$ cat config.mk
export PLATFORM = sky130hd
export DESIGN_NAME = rcw_top
export DESIGN_NICKNAME = d
export VERILOG_FILES = /design/src/common/rcw_pkg.sv /design/src/rtl/rcw_sync3.sv /design/src/rtl/rcw_wdog.sv /design/src/rtl/rcw_top.sv
export SDC_FILE = /design/constraint.sdc
export NUM_CORES = 1
export LEC_CHECK = 0
export CAP_MARGIN = 0
export CORE_MARGIN = 5
export CORE_UTILIZATION = 40
export DETAILED_ROUTE_END_ITERATION = 8
export DONT_BUFFER_PORTS = 1
export PLACE_DENSITY_LB_ADDON = 0.05
export SETUP_SLACK_MARGIN = 0.02
export SKIP_CTS_REPAIR_TIMING = 1
export SYNTH_ARGS = -nofsm -noshare
export SYNTH_HDL_FRONTEND = slang
export SYNTH_HIERARCHICAL = 1
export SYNTH_SLANG_ARGS = --single-unit
$ cat constraint.sdc
create_clock -name ref_clk -period 6.5 [get_ports ref_clk]
set_clock_uncertainty 0.2 [all_clocks]
set_input_delay 0.65 -clock ref_clk [delete_from_list [all_inputs] [get_ports ref_clk]]
set_output_delay 0.65 -clock ref_clk [all_outputs]
set_load 0.005 [all_outputs]
$ cat src/common/rcw_pkg.sv
// Shared constants and types for the reset-cause and watchdog block
package rcw_pkg;

	// ========================================
	// Register indices and common values
	typedef logic [7:0] rcw_byte_t;
	localparam logic [1:0] RCW_REG_CAUSE = 2'h0;
	localparam logic [1:0] RCW_REG_FRC   = 2'h1;
	localparam logic [1:0] RCW_REG_OPT1  = 2'h2;
	localparam logic [1:0] RCW_REG_OPT2  = 2'h3;
	localparam rcw_byte_t  RCW_ZERO      = 8'h00;
	localparam rcw_byte_t  RCW_SVC_FIRST = 8'h55;
	localparam rcw_byte_t  RCW_SVC_LAST  = 8'haa;

	// ========================================
	// Cause flag positions and power-on image
	localparam int RCW_B_POR  = 7;
	localparam int RCW_B_PIN  = 6;
	localparam int RCW_B_WDT  = 5;
	localparam int RCW_B_ILLEGAL_OPCODE_FLAG = 4;
	localparam int RCW_B_ILLEGAL_ADDRESS_FLAG = 3;
	localparam int RCW_B_LOC  = 2;
	localparam int RCW_B_LVD  = 1;
	localparam rcw_byte_t RCW_POR_FLAGS = 8'h82;

	// ========================================
	// Option fields, reset values, writable masks
	localparam int RCW_B_TMO_HI = 7;
	localparam int RCW_B_TMO_LO = 6;
	localparam int RCW_B_STOP   = 5;
	localparam int RCW_B_TWI    = 3;
	localparam int RCW_B_WCLK   = 7;
	localparam int RCW_B_WWIN   = 6;
	localparam int RCW_B_FRC    = 0;
	localparam rcw_byte_t RCW_OPT1_RST  = 8'hc0;
	localparam rcw_byte_t RCW_OPT1_MASK = 8'he8;
	localparam rcw_byte_t RCW_OPT2_RST  = 8'h00;
	localparam rcw_byte_t RCW_OPT2_MASK = 8'hc0;

	// ========================================
	// Watchdog timing
	localparam int RCW_CW = 18;
	localparam logic [1:0] RCW_TMO_OFF   = 2'h0;
	localparam logic [1:0] RCW_TMO_SHORT = 2'h1;
	localparam logic [1:0] RCW_TMO_MID   = 2'h2;
	localparam int RCW_LPO_PERIOD_US = 1000;
	localparam int RCW_TMO1_US = 32000;
	localparam int RCW_TMO2_US = 256000;
	localparam int RCW_TMO3_US = 1024000;
	localparam logic [RCW_CW-1:0] RCW_LPO_LAST1 =
		RCW_CW'(RCW_TMO1_US / RCW_LPO_PERIOD_US - 1);
	localparam logic [RCW_CW-1:0] RCW_LPO_LAST2 =
		RCW_CW'(RCW_TMO2_US / RCW_LPO_PERIOD_US - 1);
	localparam logic [RCW_CW-1:0] RCW_LPO_LAST3 =
		RCW_CW'(RCW_TMO3_US / RCW_LPO_PERIOD_US - 1);

	// ========================================
	// Reset sequencer
	localparam logic [3:0] RCW_HOLD_CYC = 4'hf;
	typedef enum logic [1:0] {
		RCW_RUN  = 2'b00,
		RCW_HOLD = 2'b01
	} rcw_state_t;

endpackage

$ cat src/rtl/rcw_sync3.sv
// Three-stage synchroniser that passes a level once stages two and three agree
module rcw_sync3 #(
	parameter int         W   = 4,
	parameter logic [3:0] RST = 4'h0
) (
	input  wire logic         ref_clk,
	input  wire logic         rst_b,
	input  wire logic [W-1:0] din,
	output logic      [W-1:0] dout
);

	// ========================================
	// One chain per input bit
	genvar i;
	generate
		for (i = 0; i < W; i++) begin : g_bit
			logic ff1;
			logic ff2;
			logic ff3;
			// Output moves only on agreement, so one glitch never counts
			always_ff @(posedge ref_clk or negedge rst_b) begin
				if (!rst_b) begin
					ff1     <= RST[i];
					ff2     <= RST[i];
					ff3     <= RST[i];
					dout[i] <= RST[i];
				end else begin
					ff1 <= din[i];
					ff2 <= ff1;
					ff3 <= ff2;
					if (ff2 == ff3) begin
						dout[i] <= ff3;
					end
				end
			end
		end
	endgenerate

endmodule

$ cat src/rtl/rcw_wdog.sv
// Watchdog counter with per-source overflow point and service window
module rcw_wdog #(
	parameter int OVF1 = 8192,
	parameter int OVF2 = 65536,
	parameter int OVF3 = 262144,
	parameter int WIN1 = 6144,
	parameter int WIN2 = 49152,
	parameter int WIN3 = 196608
) (
	input  wire logic       ref_clk,
	input  wire logic       rst_b,
	input  wire logic       restart,
	input  wire logic       tick,
	input  wire logic       use_bus,
	input  wire logic [1:0] sel,
	output logic            ovf,
	output logic            window_open
);
	import rcw_pkg::*;

	logic [RCW_CW-1:0] cnt;
	wire logic [RCW_CW-1:0] lpo_last;
	wire logic [RCW_CW-1:0] bus_last;
	wire logic [RCW_CW-1:0] open_cnt;
	wire logic [RCW_CW-1:0] last_cnt;
	wire logic              enabled;

	// ========================================
	// Overflow point by source and timeout code
	assign enabled  = (sel != RCW_TMO_OFF);
	assign lpo_last = (sel == RCW_TMO_SHORT) ? RCW_LPO_LAST1 :
		(sel == RCW_TMO_MID) ? RCW_LPO_LAST2 : RCW_LPO_LAST3;
	assign bus_last = (sel == RCW_TMO_SHORT) ? RCW_CW'(OVF1 - 1) :
		(sel == RCW_TMO_MID) ? RCW_CW'(OVF2 - 1) :
		RCW_CW'(OVF3 - 1);
	assign open_cnt = (sel == RCW_TMO_SHORT) ? RCW_CW'(WIN1) :
		(sel == RCW_TMO_MID) ? RCW_CW'(WIN2) : RCW_CW'(WIN3);
	assign last_cnt = use_bus ? bus_last : lpo_last;
	assign ovf      = enabled && tick && (cnt == last_cnt);
	// Window has no meaning on the slow clock or when disabled
	assign window_open = !enabled || !use_bus || (cnt >= open_cnt);

	// Counter wraps at overflow; the reset that follows restarts it anyway
	always_ff @(posedge ref_clk or negedge rst_b) begin
		if (!rst_b) begin
			cnt <= '0;
		end else if (restart) begin
			cnt <= '0;
		end else if (enabled && tick) begin
			cnt <= ovf ? '0 : cnt + 1'b1;
		end
	end

endmodule

$ cat src/rtl/rcw_top.sv
// Reset-cause capture, forced reset, write-once options and watchdog
module rcw_top #(
	parameter int WD_BUS_OVF1 = 8192,
	parameter int WD_BUS_OVF2 = 65536,
	parameter int WD_BUS_OVF3 = 262144,
	parameter int WD_WIN1     = 6144,
	parameter int WD_WIN2     = 49152,
	parameter int WD_WIN3     = 196608
) (
	input  wire logic              ref_clk,
	input  wire logic              rst_b,
	input  wire logic              ext_reset_pin_b,
	input  wire logic              lvd_trip,
	input  wire logic              clk_lost,
	input  wire logic              lpo_clk,
	input  wire logic              low_voltage_reset_en,
	input  wire logic              background_halt_allow,
	input  wire logic              illegal_opcode,
	input  wire logic              illegal_address,
	input  wire logic              stop_exec,
	input  wire logic              debug_halt_instr,
	input  wire logic [1:0]        reg_addr,
	input  wire logic              reg_wr,
	input  wire logic              reg_rd,
	input  wire logic              reg_bdm,
	input  wire rcw_pkg::rcw_byte_t reg_wdata,
	output rcw_pkg::rcw_byte_t     reg_rdata,
	output logic                   mcu_rst_b,
	output logic                   stop_enter,
	output logic                   halt_enter,
	output logic                   twi_pin_route
);
	import rcw_pkg::*;

	// ========================================
	// State
	rcw_state_t state;
	logic [3:0] hold_cnt;
	rcw_byte_t  flags;
	rcw_byte_t  opt1;
	rcw_byte_t  opt2;
	logic       opt1_lock;
	logic       opt2_lock;
	logic       armed;
	logic       lpo_prev;

	// ========================================
	// Pin synchronisers
	wire logic [3:0] sync_q;
	wire logic       s_pin_b;
	wire logic       s_lvd;
	wire logic       s_loc;
	wire logic       s_lpo;

	rcw_sync3 #(
		.W   (4),
		.RST (4'h1)
	) u_sync (
		.ref_clk (ref_clk),
		.rst_b   (rst_b),
		.din     ({lpo_clk, clk_lost, lvd_trip, ext_reset_pin_b}),
		.dout    (sync_q)
	);

	assign s_pin_b = sync_q[0];
	assign s_lvd   = sync_q[1];
	assign s_loc   = sync_q[2];
	assign s_lpo   = sync_q[3];

	// ========================================
	// Register decode
	wire logic in_run;
	wire logic wr_ok;
	wire logic wr_cause;
	wire logic wr_frc;
	wire logic wr_opt1;
	wire logic wr_opt2;
	wire logic frc_req;

	// Register writes are dropped while the device sits in reset; reads still update reg_rdata
	assign in_run   = (state == RCW_RUN);
	assign wr_ok    = in_run && reg_wr;
	assign wr_cause = wr_ok && (reg_addr == RCW_REG_CAUSE);
	assign wr_frc   = wr_ok && (reg_addr == RCW_REG_FRC);
	assign wr_opt1  = wr_ok && (reg_addr == RCW_REG_OPT1);
	assign wr_opt2  = wr_ok && (reg_addr == RCW_REG_OPT2);
	// User-program writes never reach the force bit
	assign frc_req  = wr_frc && reg_bdm && reg_wdata[RCW_B_FRC];

	// ========================================
	// Option fields
	wire logic [1:0] tmo_sel;
	wire logic       stop_allow;
	wire logic       use_bus;
	wire logic       win_mode;
	wire logic       wd_en;

	assign tmo_sel    = opt1[RCW_B_TMO_HI:RCW_B_TMO_LO];
	assign stop_allow = opt1[RCW_B_STOP];
	assign use_bus    = opt2[RCW_B_WCLK];
	// Window only applies when the bus clock drives the counter
	assign win_mode   = opt2[RCW_B_WWIN] && use_bus;
	assign wd_en      = (tmo_sel != RCW_TMO_OFF);
	assign twi_pin_route = opt1[RCW_B_TWI];

	// ========================================
	// Watchdog service and counter
	wire logic lpo_tick;
	wire logic wd_tick;
	wire logic wd_ovf;
	wire logic win_open;
	wire logic win_viol;
	wire logic bad_val;
	wire logic svc_done;

	// Slow clock is sampled, so it must stay well below ref_clk
	assign lpo_tick = s_lpo && !lpo_prev;
	assign wd_tick  = use_bus ? 1'b1 : lpo_tick;
	assign win_viol = wr_cause && win_mode && !win_open;
	assign bad_val  = wr_cause && wd_en && (reg_wdata != RCW_SVC_FIRST) &&
		(reg_wdata != RCW_SVC_LAST);
	assign svc_done = wr_cause && armed && !win_viol &&
		(reg_wdata == RCW_SVC_LAST);

	rcw_wdog #(
		.OVF1 (WD_BUS_OVF1),
		.OVF2 (WD_BUS_OVF2),
		.OVF3 (WD_BUS_OVF3),
		.WIN1 (WD_WIN1),
		.WIN2 (WD_WIN2),
		.WIN3 (WD_WIN3)
	) u_wdog (
		.ref_clk     (ref_clk),
		.rst_b       (rst_b),
		.restart     (!in_run || svc_done),
		.tick        (wd_tick),
		.use_bus     (use_bus),
		.sel         (tmo_sel),
		.ovf         (wd_ovf),
		.window_open (win_open)
	);

	// Sequence arms on 0x55 and is consumed by the next cause write
	always_ff @(posedge ref_clk or negedge rst_b) begin
		if (!rst_b) begin
			armed    <= 1'b0;
			lpo_prev <= 1'b0;
		end else begin
			lpo_prev <= s_lpo;
			if (!in_run) begin
				armed <= 1'b0;
			end else if (wr_cause) begin
				armed <= (reg_wdata == RCW_SVC_FIRST);
			end
		end
	end

	// ========================================
	// Reset sources
	rcw_byte_t  cause_vec;
	wire logic  illegal_opcode_flag_src;
	wire logic  any_src;

	assign illegal_opcode_flag_src = illegal_opcode ||
		(stop_exec && !stop_allow) ||
		(debug_halt_instr && !background_halt_allow);

	// Image of all sources active now except the force request; power-on only comes via rst_b
	always_comb begin
		cause_vec             = RCW_ZERO;
		cause_vec[RCW_B_PIN]  = !s_pin_b;
		cause_vec[RCW_B_WDT]  = wd_ovf || win_viol || bad_val;
		cause_vec[RCW_B_ILLEGAL_OPCODE_FLAG] = illegal_opcode_flag_src;
		cause_vec[RCW_B_ILLEGAL_ADDRESS_FLAG] = illegal_address;
		cause_vec[RCW_B_LOC]  = s_loc;
		cause_vec[RCW_B_LVD]  = s_lvd && low_voltage_reset_en;
	end

	assign any_src    = (cause_vec != RCW_ZERO) || frc_req;
	assign stop_enter = in_run && stop_exec && stop_allow;
	assign halt_enter = in_run && debug_halt_instr && background_halt_allow;
	assign mcu_rst_b  = in_run;

	// ========================================
	// Reset sequencer and cause flags
	// Flags are loaded only on entry so the cause survives its own reset
	always_ff @(posedge ref_clk or negedge rst_b) begin
		if (!rst_b) begin
			state    <= RCW_HOLD;
			hold_cnt <= RCW_HOLD_CYC;
			flags    <= RCW_POR_FLAGS;
		end else begin
			case (state)
				RCW_RUN: begin
					if (any_src) begin
						state    <= RCW_HOLD;
						hold_cnt <= RCW_HOLD_CYC;
						flags    <= cause_vec;
					end
				end
				RCW_HOLD: begin
					if (hold_cnt != 4'h0) begin
						hold_cnt <= hold_cnt - 4'h1;
					end else if (s_pin_b) begin
						state <= RCW_RUN;
					end
				end
				default: begin
					state <= RCW_HOLD;
				end
			endcase
		end
	end

	// ========================================
	// Write-once option registers
	// Any reset reloads defaults and reopens the single write
	always_ff @(posedge ref_clk or negedge rst_b) begin
		if (!rst_b) begin
			opt1      <= RCW_OPT1_RST;
			opt2      <= RCW_OPT2_RST;
			opt1_lock <= 1'b0;
			opt2_lock <= 1'b0;
		end else if (!in_run) begin
			opt1      <= RCW_OPT1_RST;
			opt2      <= RCW_OPT2_RST;
			opt1_lock <= 1'b0;
			opt2_lock <= 1'b0;
		end else begin
			if (wr_opt1 && !opt1_lock) begin
				opt1      <= reg_wdata & RCW_OPT1_MASK;
				opt1_lock <= 1'b1;
			end
			if (wr_opt2 && !opt2_lock) begin
				opt2      <= reg_wdata & RCW_OPT2_MASK;
				opt2_lock <= 1'b1;
			end
		end
	end

	// ========================================
	// Read data
	wire rcw_byte_t read_val;

	assign read_val = (reg_addr == RCW_REG_CAUSE) ? flags :
		(reg_addr == RCW_REG_OPT1) ? opt1 :
		(reg_addr == RCW_REG_OPT2) ? opt2 : RCW_ZERO;

	// Registered so the read port never glitches
	always_ff @(posedge ref_clk or negedge rst_b) begin
		if (!rst_b) begin
			reg_rdata <= RCW_ZERO;
		end else if (reg_rd) begin
			reg_rdata <= read_val;
		end
	end
endmodule

==> flow_summary_export.csv <==
group,metric,value,unit
timing,fin_crit,4050,ps
power,p_leak,0.00155,µW
timing,drv_slew,0,
timing,rsz0062_at_grt,"false",
yosys,seq_area_frac_synth,0.477,
timing,relSlewSlack,0.205,
flow_run,cap_violations,0,
route,ant_nets,0,
timing,min_period_over_period,0.624,
route,wl_met2,3.50,mm
place,dpl_worst_slack,2470,ps
route,maxUsedRoutingLayer,"met4",
worst_setup_path,path_cells,"ha_1 -> inv_1 -> ha_1 -> nand3_1 -> nor4_1 -> a2111oi_0 -> o211ai_1 -> nand3b_1 -> nand2_1 -> o31ai_1 -> nor2_1 -> and3_1 -> a221o_1",
worst_setup_path,crit_slowest_cell,"o31ai_1",
power,p_int,749,µW
global_route,grt.total_usage,0.156,
worst_setup_path,r2r_slack,2450,ps
finish,num_antenna_cells,0,
power,power.share.clock,0.357,
yosys,yosysWarnings,6,
worst_setup_path,cp-end-kind,"flip-flop",
floorplan,chipWidth,101,µm
global_route,grt_start_max_net_pins,64,
power,power_frac_comb,0.163,
route,drt_iter0_drc,123,
power,power_frac_seq,0.480,
floorplan,die_y,101,µm
timing,timing.setup.tns,0,ps
timing,worst_slew_pin_slew,1180,ps
power,ir_drop,0.194,mV
global_route,antenna_found_initial,0,
finish,drive_above_1_share,0.139,
floorplan,io_pins,37,
outcome,status,"completed",
clock_network,clock_latency,340,ps
yosys,synthesis.area,3340,µm²
yosys,synthArstFlopShare,1.00,
route,vias,2431,
route,wl_per_cell,17.5,µm
clock_network,ctsRootBufferMaster,"clkbuf_8",
global_route,first_global_vias,2385,
worst_setup_path,path_class,"flip-flop to flip-flop",
power,switching_power,290,µW
floorplan,initial_core_util,0.409,
finish,fin_cells,436,
route,route.detailed.drc,0,
timing,setup_viol,0,
route,first_pass_iters,5,
timing,fin_ws,2450,ps
yosys,synth_ff_type,"dfrtp_1",
place,port_buffers,0,
yosys,synth_cells,327,
floorplan,rows,33,
place,dp_hpwl,5.35,mm
worst_setup_path,path_max_fanout,11,
timing,hold_violations,0,
worst_setup_path,cp_data_required_time,6520,ps
clock_network,clkTransAtPathRegs,70,ps
power,swShare,0.279,
global_route,grt-ovfl-total,0,
clock_network,cts.sinks,63,
worst_setup_path,crit_path_start_kind,"flip-flop",
route,wl,7.64,mm
worst_setup_path,cpPeakStageDelay,740,ps
timing,fmax,247,MHz
clock_network,cts_max_level,3,
route,viasPerCell,5.58,
clock_network,cts.path.max_buffers,2,
clock_network,cts_inserted_buffers,9,
power,fin_total_pwr,1040,µW
floorplan,die_area,10300,µm²
worst_hold_path,hp-class,"input pin to flip-flop",
route,met3_length,276,µm
finish,areaGrowthSynthToFinish,8.76,%
yosys,synth.net_count,364,
place,place_inst,418,
finish,nNetsFinal,363,
yosys,ys_ff_latch,63,
worst_setup_path,cpMostUsedCell,"ha_1",
place,gp_congestion,0.831,
yosys,avgSynthCellArea,10.2,µm²
global_route,grt_pass1_wl,12.5,mm
power,power_per_cell_area,286,nW/µm²
route,met1_length,3.81,mm
clock_network,cts_tree,"built",
worst_setup_path,crit_arrival,4080,ps
yosys,yosysUniqueCellTypes,59,
yosys,synth_edf_count,0,
floorplan,fp.coreArea,8180,µm²
[synth_stat cells, types with 3 or more instances]
master | number | area [µm²]
dfstp_2 | 13 | 342
o31ai_1 | 3 | 22.5
nand3_1 | 11 | 55.1
nor4_1 | 4 | 25.0
maj3_2 | 4 | 45.0
nor3_1 | 8 | 40.0
o21ai_0 | 11 | 55.1
nand2b_1 | 5 | 31.3
and2_1 | 5 | 31.3
mux2i_1 | 8 | 80.1
buf_6 | 4 | 45.0
a32o_1 | 3 | 30.0
and3_1 | 11 | 68.8
dfrtp_1 | 50 | 1250
o22ai_1 | 3 | 18.8
mux2_2 | 3 | 33.8
a31oi_1 | 3 | 18.8
nand2_1 | 33 | 124
xnor2_1 | 7 | 61.3
a21o_1 | 3 | 22.5
nand4_1 | 6 | 37.5
nor4bb_1 | 5 | 50.1
a22oi_1 | 3 | 22.5
o311ai_0 | 3 | 26.3
o211ai_1 | 6 | 45.0
a21oi_1 | 6 | 30.0
inv_1 | 20 | 75.1
ha_1 | 12 | 150
a221o_1 | 5 | 50.1
nor2_1 | 25 | 93.8
clkbuf_1 | 7 | 26.3
[through the flow]
step,util,instance area (µm²),hold slack [ps]
after floorplan,-,3340,131
after global placement,0.414,3380,134
after detailed placement,0.414,3380,139
after CTS,0.440,3600,-218
after global routing,0.444,3630,82.2
final,0.444,3630,109
[cell usage in the layout (no fill, tap or decap), drive strengths merged, types with 4 or more instances in the layout]
cell | synthesis | final
a21oi | 6 | 6
a221o | 5 | 5
and2 | 5 | 5
and3 | 11 | 11
clkbuf | 7 | 10
dfrtp | 50 | 50
dfstp | 13 | 13
ha | 12 | 12
inv | 21 | 21
maj3 | 4 | 4
mux2 | 4 | 4
mux2i | 8 | 8
nand2 | 33 | 33
nand2b | 5 | 5
nand3 | 11 | 11
nand4 | 6 | 6
nor2 | 25 | 25
nor3 | 8 | 8
nor4 | 4 | 4
nor4bb | 5 | 5
o211ai | 6 | 6
o21ai | 11 | 11
xnor2 | 7 | 7
[power groups by stage]
stage / registers (µW) / clock network (µW) / logic [µW]
floorplan: 487 / 0 / 153
global placement: 506 / 0 / 158
detailed placement: 507 / 0 / 160
CTS: 500 / 384 / 161
global route: 507 / 400 / 193
finish: 498 / 371 / 169
[cells by family (layout without fill, tap and decap cells)]
logic type | count (synthesis) | count (layout) | share of synthesized area
adders and majority gates | 16 | 16 | 0.0584
xor gates and xnor gates | 8 | 8 | 0.0210
AOI/OAI and AO/OA | 62 | 62 | 0.145
muxes | 12 | 12 | 0.0386
other | 1 | 1 | 0.00112
and+or+nand+nor | 130 | 130 | 0.209
buffers and inverters | 35 | 39 | 0.0502
DFF | 63 | 63 | 0.477
[path summary, 6_finish.rpt]
check | start | depth (start not counted) | to
worst max-delay path | opt1[6] | 13 | u_wdog/cnt[9]
worst min-delay path | ext_reset_pin_b | 0 | u_sync/g_bit[0].ff1
worst max register to register | opt1[6] | 13 | u_wdog/cnt[9]
worst min register to register | u_sync/g_bit[3].ff1 | 0 | u_sync/g_bit[3].ff2
max in group asynchronous | rst_b | 2 | opt1[7]
min in group asynchronous | rst_b | 2 | u_sync/g_bit[3].ff3
[sequential cells by signal, indices dropped and copies added (netlist names)]
name	count
u_sync/g_bit.ff2	4
u_wdog/cnt	18
reg_rdata	7
opt1_lock	1
state	1
opt2	2
lpo_prev	1
u_sync/dout	4
opt2_lock	1
flags	7
opt1	4
armed	1
u_sync/g_bit.ff3	4
hold_cnt	4
u_sync/g_bit.ff1	4
[critical path, delay by kind of cell, from the launching register on]
family	cells	cell delay [ps]
AOI/OAI and AO/OA	4	1300
adders and majority gates	2	510
and+or+nand+nor	6	1270
buffers and inverters	1	70
DFF	1	600
[area by class of cell]
class | instances | area (µm²)
fillers | 777 | 4540
flip-flops and latches | 63 | 1590
multi-input cells | 229 | 1580
well taps | 105 | 131
clock buffers | 10 | 128
clock inverters | 6 | 85.1
inverters | 21 | 78.8
repair buffers | 2 | 37.5
[metal layers]
metal | up-vias | track usage
met3 | 6 | 0.0372
met2 | 42 | 0.232
met4 | 0 | 0.0429
li1 | 1191 | -
met1 | 1192 | 0.228
met5 | - | 0
Power figures use the tool's default switching activity.
